`config.mk`:
```
export PLATFORM = sky130hd
export DESIGN_NAME = ecp_port
export DESIGN_NICKNAME = d
export VERILOG_FILES = /design/src/ecp_pkg.sv /design/src/ecp_fifo_if.sv /design/src/ecp_mem.sv /design/src/ecp_fifo.sv /design/src/ecp_port.sv
export SDC_FILE = /design/constraint.sdc
export NUM_CORES = 1
export LEC_CHECK = 0
export ABC_CLOCK_PERIOD_IN_PS = 4300
export BUFFER_PORTS_ARGS = -buffer_cell sky130_fd_sc_hd__buf_4
export CAP_MARGIN = 20
export CORE_AREA = 5 5 135 201
export DETAILED_ROUTE_END_ITERATION = 12
export DIE_AREA = 0 0 140 206
export RECOVER_POWER = 100
export SKIP_LAST_GASP = 1
export SLEW_MARGIN = 30
export SYNTH_ARGS = -nofsm -noshare
export SYNTH_HDL_FRONTEND = slang
export SYNTH_SLANG_ARGS = --single-unit
```
`constraint.sdc`:
```
create_clock -name CLK -period 4.3 [get_ports CLK]
set_input_delay 0.215 -clock CLK [delete_from_list [all_inputs] [get_ports CLK]]
set_output_delay 0.215 -clock CLK [all_outputs]
set_load 0.01 [all_outputs]
```
`src/ecp_pkg.sv`:
```
`default_nettype none
package ecp_pkg;
	// Register offsets from the port base
	localparam logic [10:0] OFS_DATA = 11'h000;
	localparam logic [10:0] OFS_STATUS = 11'h001;
	localparam logic [10:0] OFS_CONTROL = 11'h002;
	localparam logic [10:0] OFS_FIFO = 11'h400;
	localparam logic [10:0] OFS_CFGB = 11'h401;
	localparam logic [10:0] OFS_ECR = 11'h402;
	// Mode field codes
	localparam logic [2:0] MODE_SPP = 3'h0;
	localparam logic [2:0] MODE_BIDIR = 3'h1;
	localparam logic [2:0] MODE_COMPAT_FIFO_PORT = 3'h2;
	localparam logic [2:0] MODE_ECP = 3'h3;
	localparam logic [2:0] MODE_EPP = 3'h4;
	localparam logic [2:0] MODE_RSVD = 3'h5;
	localparam logic [2:0] MODE_TEST = 3'h6;
	localparam logic [2:0] MODE_CONFIG = 3'h7;
	// Extended control field positions
	localparam int ECR_MODE_LSB = 5;
	localparam int ECR_FAULT_DIS = 4;
	localparam int ECR_DMA_EN = 3;
	localparam int ECR_SVC = 2;
	// Port control field positions
	localparam int DCR_DIR = 5;
	localparam int DCR_ACK_IE = 4;
	localparam int DCR_SELIN = 3;
	localparam int DCR_INIT = 2;
	localparam int DCR_AUTOFD = 1;
	localparam int DCR_STROBE = 0;
	// Reset values and fixed read bits
	localparam logic [2:0] MODE_RESET = 3'h0;
	localparam logic FAULT_DIS_RESET = 1'b1;
	localparam logic DMA_EN_RESET = 1'b0;
	localparam logic SVC_RESET = 1'b1;
	localparam logic [5:0] DCR_RESET = 6'h00;
	localparam logic [7:0] DATA_RESET = 8'h00;
	localparam logic [5:0] CFGB_RESET = 6'h3f;
	localparam logic [7:0] CONFIG_A_VALUE = 8'h10;
	// FIFO shape and service thresholds
	localparam int FIFO_WIDTH = 9;
	localparam int FIFO_DEPTH = 16;
	localparam logic [4:0] FWD_FREE_THRESHOLD = 5'h08;
	localparam logic [4:0] REV_FILL_THRESHOLD = 5'h08;
endpackage : ecp_pkg
`default_nettype wire

```
`src/ecp_fifo_if.sv`:
```
`timescale 1ns/1ps
`default_nettype none
interface ecp_fifo_if #(parameter int W = 9, parameter int CW = 5);
	logic in_valid;
	logic in_ready;
	logic [W-1:0] in_data;
	logic out_valid;
	logic out_ready;
	logic [W-1:0] out_data;
	logic clear;
	logic [CW-1:0] count;
	modport fifo (input in_valid, in_data, out_ready, clear,
		output in_ready, out_valid, out_data, count);
	modport user (output in_valid, in_data, out_ready, clear,
		input in_ready, out_valid, out_data, count);
endinterface : ecp_fifo_if
`default_nettype wire

```
`src/ecp_mem.sv`:
```
`timescale 1ns/1ps
`default_nettype none
module ecp_mem #(parameter int W = 9, parameter int AW = 4) (
	// Clock
	input wire logic clk,
	// Write port
	input wire logic we,
	input wire logic [AW-1:0] waddr,
	input wire logic [W-1:0] wdata,
	// Registered read port
	input wire logic [AW-1:0] raddr,
	output logic [W-1:0] rdata
);
	logic [W-1:0] mem [0:(1<<AW)-1];

	always_ff @(posedge clk) begin
		if (we) begin
			mem[waddr] <= wdata;
		end
		rdata <= mem[raddr];
	end
endmodule : ecp_mem
`default_nettype wire

```
`src/ecp_fifo.sv`:
```
`timescale 1ns/1ps
`default_nettype none
module ecp_fifo #(parameter int W = 9, parameter int D = 16) (
	// Clock and reset
	input wire logic clk,
	input wire logic rst_n,
	// Both sides
	ecp_fifo_if.fifo f
);
	localparam int AW = $clog2(D);
	localparam logic [AW:0] FULL_COUNT = (AW+1)'(D);
	logic [AW-1:0] wr_ptr_r;
	logic [AW-1:0] rd_ptr_r;
	logic [AW:0] count_r;
	logic fresh_r;
	wire push = f.in_valid & f.in_ready;
	wire pop = f.out_valid & f.out_ready;
	wire [AW-1:0] rd_ptr_nxt = pop ? rd_ptr_r + 1'b1 : rd_ptr_r;
	// Read port lags a write to the head slot by one cycle
	wire fresh_nxt = push & (wr_ptr_r == rd_ptr_nxt);

	assign f.in_ready = (count_r != FULL_COUNT) & ~f.clear;
	assign f.out_valid = (count_r != '0) & ~fresh_r & ~f.clear;
	assign f.count = count_r;

	ecp_mem #(.W(W), .AW(AW)) u_mem (
		.clk(clk),
		.we(push),
		.waddr(wr_ptr_r),
		.wdata(f.in_data),
		.raddr(rd_ptr_nxt),
		.rdata(f.out_data)
	);

	always_ff @(posedge clk) begin
		if (!rst_n || f.clear) begin
			wr_ptr_r <= '0;
			rd_ptr_r <= '0;
			count_r <= '0;
			fresh_r <= 1'b0;
		end else begin
			wr_ptr_r <= push ? wr_ptr_r + 1'b1 : wr_ptr_r;
			rd_ptr_r <= rd_ptr_nxt;
			count_r <= count_r + {{AW{1'b0}}, push} - {{AW{1'b0}}, pop};
			fresh_r <= fresh_nxt;
		end
	end
endmodule : ecp_fifo
`default_nettype wire

```
`src/ecp_port.sv`:
```
`timescale 1ns/1ps
`default_nettype none
module ecp_port (
	// Clock and reset
	input wire logic CLK,
	input wire logic RST_N,
	// Host I/O cycle
	input wire logic [10:0] ADDR,
	input wire logic IOR_N,
	input wire logic IOW_N,
	input wire logic [7:0] DIN,
	output logic [7:0] DOUT,
	output logic DOE,
	// DMA
	input wire logic DACK_N,
	input wire logic TC,
	output logic PDRQ,
	// Interrupt and option
	output logic IRQ,
	input wire logic EPP_EN,
	output logic EPP_ACTIVE,
	// Port data lines
	input wire logic [7:0] PD_IN,
	output logic [7:0] PD_OUT,
	output logic PD_OE,
	// Port control lines
	output logic STROBE_N,
	output logic AUTOFD_N,
	output logic INIT_N,
	output logic SELIN_N,
	// Port status lines
	input wire logic BUSY,
	input wire logic ACK_N,
	input wire logic PERROR,
	input wire logic SELECT,
	input wire logic FAULT_N
);
	typedef enum logic [1:0] {F_IDLE, F_SETUP, F_STROBE, F_HOLD} ecp_fwd_type;
	typedef enum logic [1:0] {R_IDLE, R_REQ, R_ACK} ecp_rev_type;

	function automatic logic is_fifo_mode(input logic [2:0] m);
		is_fifo_mode = (m == ecp_pkg::MODE_COMPAT_FIFO_PORT) || (m == ecp_pkg::MODE_ECP)
			|| (m == ecp_pkg::MODE_TEST);
	endfunction : is_fifo_mode

	function automatic logic is_plain_mode(input logic [2:0] m);
		is_plain_mode = (m == ecp_pkg::MODE_SPP) || (m == ecp_pkg::MODE_BIDIR);
	endfunction : is_plain_mode

	////////////////////////////////////////////////////////////////////////////
	// State

	logic [2:0] mode_r;
	logic fault_dis_r;
	logic dma_en_r;
	logic svc_r;
	logic [5:0] dcr_r;
	logic [7:0] data_r;
	logic [5:0] cfgb_r;
	logic [7:0] rd_data_r;
	logic irq_r;
	logic ior_q_r;
	logic iow_q_r;
	logic fault_q_r;
	logic ack_q_r;
	ecp_fwd_type fwd_r;
	ecp_rev_type rev_r;
	logic [7:0] pd_out_r;
	logic hostack_r;

	ecp_fifo_if #(.W(ecp_pkg::FIFO_WIDTH), .CW(5)) fq ();

	ecp_fifo #(.W(ecp_pkg::FIFO_WIDTH), .D(ecp_pkg::FIFO_DEPTH)) u_fifo (
		.clk(CLK),
		.rst_n(RST_N),
		.f(fq)
	);

	////////////////////////////////////////////////////////////////////////////
	// Mode decode

	wire m_spp = mode_r == ecp_pkg::MODE_SPP;
	wire m_bidir = mode_r == ecp_pkg::MODE_BIDIR;
	wire m_compat_fifo_port = mode_r == ecp_pkg::MODE_COMPAT_FIFO_PORT;
	wire m_ecp = mode_r == ecp_pkg::MODE_ECP;
	wire m_test = mode_r == ecp_pkg::MODE_TEST;
	wire m_cfg = mode_r == ecp_pkg::MODE_CONFIG;
	wire m_fifo = is_fifo_mode(mode_r);
	// Direction has no effect in 000 and 010
	wire dir = dcr_r[ecp_pkg::DCR_DIR] & ~m_spp & ~m_compat_fifo_port;
	wire xfer_fwd = ~dir;

	////////////////////////////////////////////////////////////////////////////
	// Host cycle decode

	wire wr_go = ~IOW_N & iow_q_r;
	wire rd_go = ~IOR_N & ior_q_r;
	wire io_wr = wr_go & DACK_N;
	wire io_rd = rd_go & DACK_N;
	wire dma_cyc = ~DACK_N & (wr_go | rd_go);
	wire a_data = ADDR == ecp_pkg::OFS_DATA;
	wire a_fifo = ADDR == ecp_pkg::OFS_FIFO;
	wire wr_data = io_wr & a_data & ~m_ecp;
	wire wr_afifo = io_wr & a_data & m_ecp & xfer_fwd;
	wire wr_dfifo = (io_wr & a_fifo | wr_go & ~DACK_N) & m_fifo
		& (m_test | xfer_fwd);
	wire wr_dcr = io_wr & (ADDR == ecp_pkg::OFS_CONTROL);
	wire wr_cfgb = io_wr & (ADDR == ecp_pkg::OFS_CFGB) & m_cfg;
	wire wr_ecr = io_wr & (ADDR == ecp_pkg::OFS_ECR);
	wire rd_pop = (io_rd & a_fifo | rd_go & ~DACK_N)
		& (m_test | m_ecp & dir);

	////////////////////////////////////////////////////////////////////////////
	// Extended control write

	wire [2:0] new_mode = DIN[7:ecp_pkg::ECR_MODE_LSB];
	wire mode_ok = (is_plain_mode(mode_r) | is_plain_mode(new_mode))
		& (new_mode != ecp_pkg::MODE_RSVD)
		& ((new_mode != ecp_pkg::MODE_EPP) | EPP_EN);
	wire [2:0] mode_nxt = (wr_ecr & mode_ok) ? new_mode : mode_r;
	wire fault_dis_nxt = wr_ecr ? DIN[ecp_pkg::ECR_FAULT_DIS] : fault_dis_r;
	wire dma_en_nxt = wr_ecr ? DIN[ecp_pkg::ECR_DMA_EN] : dma_en_r;
	// Only mode 001 may move the direction bit
	wire dir_nxt = m_bidir ? DIN[ecp_pkg::DCR_DIR] : dcr_r[ecp_pkg::DCR_DIR];
	wire [5:0] dcr_nxt = wr_dcr ? {dir_nxt, DIN[4:0]} : dcr_r;

	////////////////////////////////////////////////////////////////////////////
	// Service flag and interrupts

	wire [4:0] free_cnt = 5'(ecp_pkg::FIFO_DEPTH) - fq.count;
	wire thr_hit = xfer_fwd ? (free_cnt >= ecp_pkg::FWD_FREE_THRESHOLD)
		: (fq.count >= ecp_pkg::REV_FILL_THRESHOLD);
	wire tc_hit = dma_cyc & TC;
	wire svc_evt = m_fifo & (dma_en_r ? tc_hit : thr_hit);
	// Clearing write and event together: the event wins
	wire svc_arm = ~svc_r | (wr_ecr & ~DIN[ecp_pkg::ECR_SVC]);
	wire svc_set = svc_evt & svc_arm;
	wire svc_nxt = svc_set | (wr_ecr ? DIN[ecp_pkg::ECR_SVC] : svc_r);
	wire fault_fall = fault_q_r & ~FAULT_N;
	wire fault_rearm = wr_ecr & fault_dis_r & ~DIN[ecp_pkg::ECR_FAULT_DIS] & ~FAULT_N;
	wire fault_evt = m_ecp & (~fault_dis_r & fault_fall | fault_rearm);
	wire ack_evt = dcr_r[ecp_pkg::DCR_ACK_IE] & ~ack_q_r & ACK_N & ~m_fifo;
	// A software write of 1 never pulses: only svc_set does
	wire irq_nxt = svc_set | fault_evt | ack_evt;

	////////////////////////////////////////////////////////////////////////////
	// Read path

	wire fifo_full = ~fq.in_ready & ~m_spp;
	wire fifo_empty = fq.count == 5'h00;
	wire [7:0] ecr_rd = {mode_r, fault_dis_r, dma_en_r, svc_r,
		fifo_full, fifo_empty};
	wire [7:0] data_rd = m_bidir ? PD_IN : data_r;
	wire [7:0] dsr_rd = {~BUSY, ACK_N, PERROR, SELECT, FAULT_N, 3'h7};
	wire [7:0] fifo_rd = m_cfg ? ecp_pkg::CONFIG_A_VALUE
		: (fq.out_valid ? fq.out_data[7:0] : 8'h00);
	wire [7:0] cfgb_rd = m_cfg ? {1'b0, irq_r, cfgb_r} : 8'h00;
	wire [7:0] rd_mux = ~DACK_N ? fifo_rd
		: a_data ? data_rd
		: (ADDR == ecp_pkg::OFS_STATUS) ? dsr_rd
		: (ADDR == ecp_pkg::OFS_CONTROL) ? {2'h3, dcr_r}
		: a_fifo ? fifo_rd
		: (ADDR == ecp_pkg::OFS_CFGB) ? cfgb_rd
		: (ADDR == ecp_pkg::OFS_ECR) ? ecr_rd
		: 8'h00;

	////////////////////////////////////////////////////////////////////////////
	// Forward engine

	wire eng_mode = m_compat_fifo_port | m_ecp;
	// In ECP, drive only after the peripheral confirms forward
	wire fwd_ok = eng_mode & xfer_fwd & (~m_ecp | PERROR);
	wire fwd_pop = (fwd_r == F_IDLE) & fwd_ok & fq.out_valid & ~BUSY;
	wire fwd_strobe = fwd_r == F_STROBE;

	always_ff @(posedge CLK) begin
		if (!RST_N || !eng_mode) begin
			fwd_r <= F_IDLE;
		end else begin
			unique case (fwd_r)
				F_IDLE: fwd_r <= fwd_pop ? F_SETUP : F_IDLE;
				F_SETUP: fwd_r <= F_STROBE;
				F_STROBE: fwd_r <= BUSY ? F_HOLD : F_STROBE;
				F_HOLD: fwd_r <= BUSY ? F_HOLD : F_IDLE;
			endcase
		end
	end

	always_ff @(posedge CLK) begin
		if (!RST_N) begin
			pd_out_r <= ecp_pkg::DATA_RESET;
			hostack_r <= 1'b1;
		end else if (fwd_pop) begin
			pd_out_r <= fq.out_data[7:0];
			hostack_r <= ~fq.out_data[8];
		end
	end

	////////////////////////////////////////////////////////////////////////////
	// Reverse engine

	wire rev_ok = m_ecp & dir & ~PERROR;
	wire rev_take = (rev_r == R_REQ) & ~ACK_N;
	// Command bytes are dropped: no decompression on the reverse path
	wire rev_push = rev_take & BUSY;

	always_ff @(posedge CLK) begin
		if (!RST_N || !rev_ok) begin
			rev_r <= R_IDLE;
		end else begin
			unique case (rev_r)
				R_IDLE: rev_r <= fq.in_ready ? R_REQ : R_IDLE;
				R_REQ: rev_r <= rev_take ? R_ACK : R_REQ;
				R_ACK: rev_r <= ACK_N ? R_IDLE : R_ACK;
			endcase
		end
	end

	////////////////////////////////////////////////////////////////////////////
	// FIFO hookup

	assign fq.clear = m_spp;
	assign fq.in_valid = wr_afifo | wr_dfifo | rev_push;
	assign fq.in_data = rev_push ? {1'b0, PD_IN} : {wr_afifo, DIN};
	assign fq.out_ready = fwd_pop | rd_pop;

	////////////////////////////////////////////////////////////////////////////
	// Registers

	always_ff @(posedge CLK) begin
		if (!RST_N) begin
			mode_r <= ecp_pkg::MODE_RESET;
			fault_dis_r <= ecp_pkg::FAULT_DIS_RESET;
			dma_en_r <= ecp_pkg::DMA_EN_RESET;
			svc_r <= ecp_pkg::SVC_RESET;
			dcr_r <= ecp_pkg::DCR_RESET;
		end else begin
			mode_r <= mode_nxt;
			fault_dis_r <= fault_dis_nxt;
			dma_en_r <= dma_en_nxt;
			svc_r <= svc_nxt;
			dcr_r <= dcr_nxt;
		end
	end

	always_ff @(posedge CLK) begin
		if (!RST_N) begin
			data_r <= ecp_pkg::DATA_RESET;
			cfgb_r <= ecp_pkg::CFGB_RESET;
		end else begin
			data_r <= wr_data ? DIN : data_r;
			cfgb_r <= wr_cfgb ? DIN[5:0] : cfgb_r;
		end
	end

	always_ff @(posedge CLK) begin
		if (!RST_N) begin
			rd_data_r <= 8'h00;
			irq_r <= 1'b0;
			ior_q_r <= 1'b1;
			iow_q_r <= 1'b1;
			fault_q_r <= 1'b1;
			ack_q_r <= 1'b1;
		end else begin
			// Captured at cycle start so a FIFO pop cannot change it
			rd_data_r <= rd_go ? rd_mux : rd_data_r;
			irq_r <= irq_nxt;
			ior_q_r <= IOR_N;
			iow_q_r <= IOW_N;
			fault_q_r <= FAULT_N;
			ack_q_r <= ACK_N;
		end
	end

	////////////////////////////////////////////////////////////////////////////
	// Outputs

	assign DOUT = rd_data_r;
	assign DOE = ~IOR_N & ~ior_q_r;
	assign IRQ = irq_r;
	assign PDRQ = dma_en_r & ~svc_r & m_fifo
		& (xfer_fwd ? fq.in_ready : fq.out_valid);
	assign EPP_ACTIVE = mode_r == ecp_pkg::MODE_EPP;
	assign PD_OUT = eng_mode ? pd_out_r : data_r;
	assign PD_OE = ~dir & ~(m_ecp & ~PERROR);
	assign STROBE_N = eng_mode ? ~fwd_strobe : ~dcr_r[ecp_pkg::DCR_STROBE];
	assign AUTOFD_N = m_ecp ? (dir ? (rev_r != R_REQ) : hostack_r)
		: ~dcr_r[ecp_pkg::DCR_AUTOFD];
	assign INIT_N = dcr_r[ecp_pkg::DCR_INIT] & ~(m_ecp & dir);
	assign SELIN_N = ~dcr_r[ecp_pkg::DCR_SELIN];
endmodule : ecp_port
`default_nettype wire

```
Yosys cells after proc, flatten, opt, wreduce, memory -nomap -nowiden
Memory sizes are Yosys's and may differ from the RTL's. A register that Yosys moved wholly into a read port is not among the register bits.
Index checks and enable logic that the tools add are counted.
Storage, ports and cells
  register bits after elaboration: 66
  RAM bits: 144
  input bits: 39
  word-level logic and storage cells: 206
  memories kept: 1
Memory list
  u_fifo.u_mem.mem: depth 16, width 9, read ports 1, clocked after Yosys merged registers in 1, wr ports 1, RTL line ecp_mem.sv:14  | logic [W-1:0] mem [0:(1<<AW)-1];
Operators by class
  add/sub/neg operators: 5
  magnitude comparators: 2
  eq/ne operators: 22
  mux-type cells: 31
  bitwise gates (word level): 105
  reductions and logical operators: 18
Operators by type and width (count)
  2-to-1 mux 8 bit: 11
  bitwise AND 1 bit: 61
  == test 11 bit, second input constant: 3
  inverter 1 bit: 27
  OR 1 bit: 17
  2-to-1 mux 1 bit: 12
  == test 11 x 1 -> 1 bit, second input constant: 1
  == test 11 x 2 -> 1 bit, second input constant: 1
  logical NOT 11 bit: 1
  greater-or-equal comparator 5 x 4 -> 1 bit, second input constant: 2
  == test 3 bit, second input constant: 3
  2-to-1 mux 9 bit: 1
  adder 4 x 1 -> 4 bit, second input constant: 2
  case mux 2 bit (4 select lines): 1
  logical OR 1 bit: 7
  2-to-1 mux 7 bit: 1
  == test 2 bit, second input constant: 3
  == test 3 x 1 -> 1 bit, second input constant: 2
  == test 3 x 2 -> 1 bit, second input constant: 2
  logical NOT 3 bit: 2
  2-to-1 mux 2 bit: 3
  != test 3 bit, second input constant: 2
  case mux 2 bit (3 select lines): 1
  adder 5 x 1 -> 5 bit: 1
  other kinds (12): 16

Longest topological paths before layout
Gate-level depths: netlist of the first run.
  word-level depth: 15
  depth in mapped cells: 20
  gate-level depth less buffers: 18

By module
Synthesis of the first run repeated with hierarchy kept, for this count alone.
Second synthesis, totals
  cells, all modules: 738
  area, all modules: 9839.4 um^2
Modules (own cells, without submodules)
  ecp_mem: times used 1, cells each 254, area each 5780.5 um^2, sequential area each 4504.3 um^2
  ecp_port: times used 1, cells each 399, area each 3248.1 um^2, sequential area each 1041.0 um^2
  ecp_fifo: times used 1, cells each 85, area each 810.8 um^2, sequential area each 280.3 um^2

Least setup slack after synthesis of the first run
OpenSTA, ideal clock, no wires.
  kind: register to register
  from: reg u_fifo.count_r[2], in the netlist u_fifo.f.count[2]
  to: reg u_fifo.count_r[4], in the netlist u_fifo.f.count[4]
  library setup time: 122 ps
  data arrival time: 3447 ps
  data required time: 4178 ps
  setup slack: 731 ps
  cell stages (with the launch flop): 21
  path buffers: 2
  cells stage by stage: dfxtp_1 -> inv_1 -> ha_1 -> and3_1 -> ha_1 -> nor4b_2 -> o21a_2 -> a21oi_4 -> inv_2 -> buf_6 -> clkbuf_1 -> ha_1 -> inv_1 -> ha_1 -> inv_1 -> fa_1 -> nor2_1 -> nor2_1 -> nor2_1 -> or3_1 -> a21oi_1
Between the ends
  longest elaborated chain between the ends: 8
  elaborated cells between the ends (all ways): 12
  those cells by class: 2 x add/sub; 1 x eq/ne; 8 x bitwise; 1 x reduce/logical
RTL lines
  from (decl): RTL line ecp_fifo.sv:14  | logic [AW:0] count_r;
  from (signal assigned): RTL line ecp_fifo.sv:44  | count_r <= count_r + {{AW{1'b0}}, push} - {{AW{1'b0}}, pop};
  branches (longest 7 deep; another with adder 5 x 1 -> 5 bit)
  subtractor 5 x 1 -> 5 bit *: RTL line ecp_fifo.sv:44
Mark *: on every way between the ends.
A chain may end at the register's enable or synchronous reset.

Final worst setup path of the first run
Same ends and word-level chain as after synthesis.

==> results of run 1 <==
## through the flow
step                      hold WS [ns]  total power, mW  utilization [%]  worst slack, ns  cells
after global placement          0.4107            2.422            48.05           0.8076   1323
after floorplan                 0.2880            2.345                -           0.7315    963
after global routing           0.02235            4.568            50.79           0.3924   1376
after detailed placement        0.4248            2.423            48.05           0.7637   1323
after CTS                      0.01225            4.479            51.59           0.7439   1375
final                          0.02759            4.450            50.79           0.7281   1376
## synthesized netlist by cell type, types with 9 or more instances
master and count:
ha_1 17, o221ai_1 24, nand2_1 87, inv_1 27, mux2_2 14, nand3_1 19
dfxtp_1 75, o22ai_1 12, o21ai_0 29, nand2b_1 10, a211oi_1 10, nor2b_1 11
or3_1 15, edfxtp_1 144, clkbuf_1 47, nor3_1 11, xnor2_1 9, a21oi_1 37
mux2i_1 117, o32a_1 16, mux4_2 20, nor2_1 80
## worst max-delay path by stage
| stage | end | start | cells after the start |
|---|---|---|---|
| after floorplan | u_fifo.f.count[4] | u_fifo.f.count[2] | 20 |
| after global placement | u_fifo.f.count[4] | u_fifo.f.count[2] | 18 |
| after detailed placement | u_fifo.f.count[4] | u_fifo.f.count[2] | 18 |
| after CTS | u_fifo.f.count[4] | u_fifo.f.count[2] | 18 |
| after global routing | u_fifo.f.count[4] | u_fifo.f.count[3] | 18 |
| final | u_fifo.f.count[4] | u_fifo.f.count[2] | 18 |
## metal layers
metal,up-vias,wire length (um),global-route usage [%]
met5,-,0,0
met4,0,1361,9.245
met3,75,1317,3.171
met2,255,17830,43.15
met1,4059,12010,23.80
li1,3817,-,-
## area by class of cell
class | count | area (sq um) | area share (%)
timing repair buffer | 109 | 670.6 | 5.271
sequential | 219 | 5827 | 45.80
clock inverter | 17 | 197.7 | 1.554
multi-input combinational | 650 | 4930 | 38.75
tap | 328 | 410.4 | 3.225
clock buffer | 24 | 579.3 | 4.553
inverter | 29 | 108.9 | 0.8555
## power by group
part / switching, mW / internal [mW] / leakage [nW]
logic: 0.0877 / 0.0477 / 1.84
clock network: 0.846 / 1.22 / 0.370
registers: 0.00320 / 2.24 / 1.95
## placed cells by master (no fill, tap or decap), types with 9 or more instances in the layout
cell type / Yosys / final
dlygate4sd3_1: 0 / 11
buf_4: 1 / 46
nand3_1: 19 / 19
nand2b_1: 10 / 10
ha_1: 17 / 16
mux4_2: 20 / 20
edfxtp_1: 144 / 144
nand2_1: 87 / 88
nor3_1: 11 / 11
nor2b_1: 11 / 11
o32a_1: 16 / 16
xnor2_1: 9 / 9
mux2i_1: 117 / 117
clkbuf_16: 0 / 23
nor2_1: 80 / 80
or3_1: 15 / 15
o21ai_0: 29 / 29
a211oi_1: 10 / 10
dfxtp_1: 75 / 74
inv_1: 27 / 26
o221ai_1: 24 / 24
clkbuf_1: 47 / 51
a21oi_1: 37 / 38
o22ai_1: 12 / 12
## kinds of logic (layout without fill, tap and decap cells)
group | Yosys count | after routing | share of synthesized area (%)
AND/OR/NAND/NOR | 274 | 274 | 12.26
flip-flops | 219 | 219 | 52.16
AO/OA/AOI/OAI | 194 | 194 | 13.01
multiplexers | 151 | 151 | 15.93
buffers and inverters | 94 | 179 | 3.540
adder cells (fa/ha/maj) | 18 | 18 | 2.084
XOR/XNOR | 13 | 13 | 1.020
## worst min-delay path, delay by kind of cell
| kind | cells | cell delay [ns] |
|---|---|---|
| AO/OA/AOI/OAI | 1 | 0.11 |
| buffers and inverters | 2 | 0.18 |
## state kept, by name, summed over array words and instances (netlist names), 2 cells and up
register,flops
rev_r,2
mode_r,3
fwd_r,2
DOUT,8
u_fifo.u_mem.mem,144
data_r,8
pd_out_r,8
cfgb_r,6
u_fifo.u_mem.rdata,9
u_fifo.wr_ptr_r,4
dcr_r,6
u_fifo.f.count,5
u_fifo.rd_ptr_r,4
==> results.json, run 1 <==
{
  "status": "complete, no violations",
  "cpLargestDelayFamily": "adder cells",
  "cts_buffers": 23,
  "post_route_cells_drive_above_1_share_pct": 12.98,
  "powerDensity_nw_per_um2": 349.8,
  "holdPathStages": 3,
  "port-buffer-count": 63,
  "r2r_cells": 18,
  "final-setup-viol-count": 0,
  "cp.required_ns": 4.69,
  "ant_nets": 0,
  "crit_chain": "inv_1 > ha_1 > and3_1 > ha_1 > nor4b_4 > o211a_4 > a21oi_1 > inv_2 > ha_1 > inv_1 > ha_1 > inv_1 > fa_1 > nor2_1 > nor2_1 > nor2_1 > or3_1 > a21oi_1",
  "syn_avg_cell_area_sq_um": 11.60,
  "syn-cell-area_sq_um": 11170,
  "gp_congestion": 0.9984,
  "htreeDepth": 1,
  "grt_pass1_wl_um": 49490,
  "postSynthCellCount": 963,
  "hold_class": "in -> reg",
  "grt_pass1_vias": 8385,
  "vdd.ir_drop.worst_v": 0.0002327,
  "wl_per_cell_um": 23.63,
  "chipHeight_um": 206,
  "antenna_found_initial": 0,
  "grt_overflow_total": 0,
  "fill_cells": 2303,
  "worstHoldStart": "BUSY",
  "cts_resized": 0,
  "cp_num_buf_inv": 4,
  "cts.hold.buffers_added": 11,
  "dieArea_sq_um": 28840,
  "timing.rr.start": "u_fifo.f.count[2]",
  "synth-edff-count": 144,
  "max_freq_ghz": 0.2800,
  "core.rowCount": 71,
  "hpwl_um": 23550,
  "root_buffer": "clkbuf_16",
  "p_leak_nw": 4.157,
  "clockBufferDepth": 3,
  "start_util_pct": 44.58,
  "firstDrtPassIters": 5,
  "cap_violations": 0,
  "cp_max_fo": 18,
  "wirelength_um": 32520,
  "critical_path_class": "reg -> reg",
  "via_per_inst": 5.964,
  "synth_nets": 1020,
  "die_w_um": 140,
  "ys_types": 83,
  "arrival_ns": 3.96,
  "clock-sinks": 219,
  "nets": 1089,
  "cpMostUsedCell": "ha_1",
  "grt_max_degree": 45,
  "min_period_ns": 3.572,
  "synth_top_area_share_pct": 38.72,
  "ys_warn_count": 0,
  "hold_viol": 0,
  "synth_async_sr_flop_share_pct": 0,
  "tns_ns": 0,
  "clk_pin_slew_worst_paths_ns": 0.06,
  "maxSlewHeadroom_pct": 38.74,
  "design_area_sq_um": 12720,
  "fin_crit_sh_pct": 83.07,
  "drc_errors": 0,
  "cts_setup_buffers": 0,
  "endpoint_kind": "register",
  "drv_slew": 0,
  "cp_slowest_stage_delay_ns": 0.41,
  "drt_iter0_drc": 542,
  "io_pins": 64,
  "core-area_sq_um": 25050,
  "grt_setup_unrepaired": "false",
  "ys_ff_latch": 219,
  "r2r-end": "u_fifo.f.count[4]",
  "tritoncts": "done",
  "skew_ns": 0.01016,
  "yosysTopAreaCell": "edfxtp_1",
  "min_to": "fwd_r[1]",
  "worst_pin_slew_ns": 0.9189,
  "area_delta_synth_final_pct": 13.93,
  "diodes": 0,
  "synthTopCellsByArea": "edfxtp_1, dfxtp_1, mux2i_1, mux4_2, nand2_1",
  "synth_flop_cell": "edfxtp_1",
  "critical-path-slowest-cell": "fa_1",
  "synth_seq_area_share_pct": 52.16,
  "r2r_setup_slack_ns": 0.73,
  "dpl-instance-area_sq_um": 12040,
  "num_vias": 8206,
  "clk_latency_ns": 0.52,
  "track_usage_pct": 22.21,
  "crit_path_start_kind": "register"
}
No activity file was read; power rests on OpenSTA's default activity.
==> inputs of run 2 (changes only) <==
- ABC_AREA: not set -> 1
- ABC_CLOCK_PERIOD_IN_PS: 4300 -> 3330
- CORE_AREA: 5 5 135 201 -> 5 5 131 195
- DIE_AREA: 0 0 140 206 -> 0 0 136 200
- clock period: 4.3 -> 3.33 ns (I/O delays scaled with it)
==> run 2 against run 1 <==
Net effect:
- clock skew down 0.0020 ns
- setup slack got worse by 0.41 ns
- the flow now finishes with violations (max-capacitance violations, max-slew violations)
- area after synthesis shrank 6.4%
- critical endpoint is now u_fifo.u_mem.rdata[0]
- clock-buffer cell count increased by 6
- combinational power rose by 24%
- final area decreased by 6.5%
- sequential share of layout area is 3.1 points higher
- largest cell class unchanged
==> results.json, run 2 <==
{
  "status": "finished with violations",
  "violations": "max-capacitance violations, max-slew violations",
  "final_common_cell": "nand3_1",
  "die_w_um": 136,
  "crit_path_start_kind": "register",
  "firstDrtPassIters": 6,
  "p_leak_nw": 4.813,
  "final-setup-viol-count": 0,
  "cpLargestDelayFamily": "simple AND/OR/NAND/NOR gates",
  "clock-sinks": 219,
  "synthTopCellsByCount": "nand3_1, inv_1, nand2_1",
  "dieArea_sq_um": 27200,
  "track_usage_pct": 22.65,
  "hold_viol": 0,
  "ys_types": 41,
  "yosysTopAreaCell": "edfxtp_1",
  "clk_latency_ns": 0.50,
  "synth_top_area_share_pct": 41.38,
  "ant_nets": 0,
  "syn_avg_cell_area_sq_um": 9.001,
  "area_delta_synth_final_pct": 13.90,
  "diodes": 0,
  "synth-edff-count": 144,
  "antenna_found_initial": 0,
  "cp_num_buf_inv": 3,
  "cp_slowest_stage_delay_ns": 0.54,
  "cpMostUsedCell": "nand3_1",
  "cts_buffers": 22,
  "port-buffer-count": 63,
  "vdd.ir_drop.worst_v": 0.0003482,
  "synth_most_common_cell": "nand3_1",
  "via_per_inst": 5.277,
  "post_route_cells_drive_above_1_share_pct": 7.796,
  "crit_chain": "inv_1 > ha_1 > nand2_1 > nor2_1 > ha_1 > nor2_2 > nand2_2 > nor2_1 > nand2_2 > buf_4 > nand3_1 > nand2_1 > inv_2 > nand3_1 > nand3_1 > nand3_1 > nand2_1",
  "cts_setup_buffers": 0,
  "wirelength_um": 30610,
  "cap_violations": 1,
  "tritoncts": "done",
  "num_vias": 8316,
  "arrival_ns": 3.45,
  "maxSlewHeadroom_pct": -36.24,
  "synth_flop_cell": "edfxtp_1",
  "dpl-instance-area_sq_um": 11320,
  "total_power_mw": 5.417,
  "tns_ns": 0,
  "root_buffer": "clkbuf_16",
  "core-area_sq_um": 23570,
  "worst_pin_slew_ns": 2.044,
  "whs_ns": 0.01245,
  "skew_ns": 0.008164,
  "hold_class": "in -> reg",
  "synth_async_sr_flop_share_pct": 0,
  "gp_congestion": 1.044,
  "synth_nets": 1218,
  "core.rowCount": 69,
  "grt_max_degree": 75,
  "fin_crit_sh_pct": 90.51,
  "r2r_setup_slack_ns": 0.32,
  "critical-path-slowest-cell": "inv_2",
  "powerDensity_nw_per_um2": 455.1,
  "htreeDepth": 1,
  "syn-cell-area_sq_um": 10450,
  "start_util_pct": 44.34,
  "reg_top3": "u_fifo.u_mem.mem: 144 flops, u_fifo.u_mem.rdata: 9 flops",
  "postSynthCellCount": 1161,
  "grt_pass1_vias": 8258,
  "nets": 1300,
  "drv_slew": 48,
  "synthTopCellsByArea": "edfxtp_1, dfxtp_1, nand3_1, inv_1, nand2_1",
  "final_cell_mix": "nand3_1, inv_1, nand2_1, edfxtp_1, nor2_1",
  "critical_path_class": "reg -> reg",
  "fill_cells": 2252,
  "clk_pin_slew_worst_paths_ns": 0.06,
  "hpwl_um": 21290,
  "synth_seq_area_share_pct": 55.75,
  "drt_iter0_drc": 656,
  "max_freq_ghz": 0.3318,
  "clockBufferDepth": 3,
  "endpoint_kind": "register",
  "grt_pass1_wl_um": 47410,
  "largest_register_ff_count": 144,
  "grt_setup_unrepaired": "false",
  "ys_warn_count": 0,
  "cp_max_fo": 38,
  "drc_errors": 0,
  "design_area_sq_um": 11900,
  "io_pins": 64,
  "chipHeight_um": 200,
  "ys_ff_latch": 219,
  "regMostFlops": "u_fifo.u_mem.mem",
  "grt_overflow_total": 0,
  "wl_per_cell_um": 19.42,
  "min_period_ns": 3.014,
  "cp.required_ns": 3.77
}
[run 2: cell types whose count changed in the layout (fill, tap and decap cells not counted), moves of 34 or more]
cell	change
inv_1	+157
mux2i_1	-116
nand2_1	+91
nand3_1	+168
nand3b_1	+34
o21ai_0	+37
[run 2: final timing paths]
kind,endpoint,cells past startpoint,start
worst min-delay path,mode_r[2],3,DIN[7]
worst max register to register,u_fifo.u_mem.rdata[0],17,u_fifo.f.count[2]
worst min register to register,hostack_r,1,u_fifo.u_mem.rdata[8]
worst max-delay path,u_fifo.u_mem.rdata[0],17,u_fifo.f.count[2]
[run 2: power by group]
part | internal [mW] | total [mW] | switching, mW
combinational | 0.0566 | 0.167 | 0.111
clock | 1.34 | 2.35 | 1.01
sequential | 2.90 | 2.90 | 0.00390
total | 4.29 | 5.42 | 1.12
[run 2: cells by family (layout without fill, tap and decap cells)]
logic type | after synthesis | after routing | synth area share (%)
buf+inv | 240 | 336 | 9.830
mux | 5 | 5 | 0.5268
compound gates | 159 | 159 | 8.309
fa+ha+maj | 18 | 18 | 2.227
flops | 219 | 219 | 55.75
xor+xnor | 4 | 4 | 0.3353
simple gates | 516 | 516 | 23.02
[run 2: what timing repair did]
action,CTS,global route
gates resized for setup,0,1
hold endpoints to repair,14,0
hold buffers,10,0
endpoints found under the setup margin,0,1
[run 2: per-stage QoR]
| step | std cells | worst slack [ns] | utilization (%) |
|---|---|---|---|
| 6_report | 1576 | 0.3161 | 50.50 |
| 5_1_grt | 1576 | 0.02714 | 50.50 |
| 4_1_cts | 1576 | 0.2738 | 51.29 |
| 3_5_place_dp | 1528 | 0.2871 | 48.01 |
| 3_3_place_gp | 1528 | 0.3617 | 48.01 |
| 2_1_floorplan | 1161 | 0.5389 | - |
[run 2: area by class of cell]
class	count	area [sq um]	area share, %
tap	319	399.1	3.353
timing repair buffer	110	704.4	5.918
clock inverter	8	71.32	0.5992
sequential	219	5826	48.94
multi-input combinational	702	3595	30.20
clock buffer	30	601.8	5.056
inverter	188	705.7	5.929
[run 2: routing by layer]
| metal | share of wire, % | vias to the layer above | GRT usage [%] |
|---|---|---|---|
| met4 | 6.9 | 0 | 14.01 |
| met5 | 0 | - | 0 |
| li1 | - | 4045 | - |
| met3 | 4.9 | 104 | 3.185 |
| met2 | 50 | 287 | 40.73 |
| met1 | 38 | 3880 | 25.10 |
[run 2: worst register-to-register path, stage by stage (launching register included)]
cell and delay, ns:
dfxtp_1 0.33, inv_1 0.08, ha_1 0.20, nand2_1 0.06, nor2_1 0.05, ha_1 0.21, nor2_2 0.15, nand2_2 0.12
nor2_1 0.15, nand2_2 0.09, buf_4 0.17, nand3_1 0.08, nand2_1 0.08, inv_2 0.54, nand3_1 0.19, nand3_1 0.12
nand3_1 0.22, nand2_1 0.11
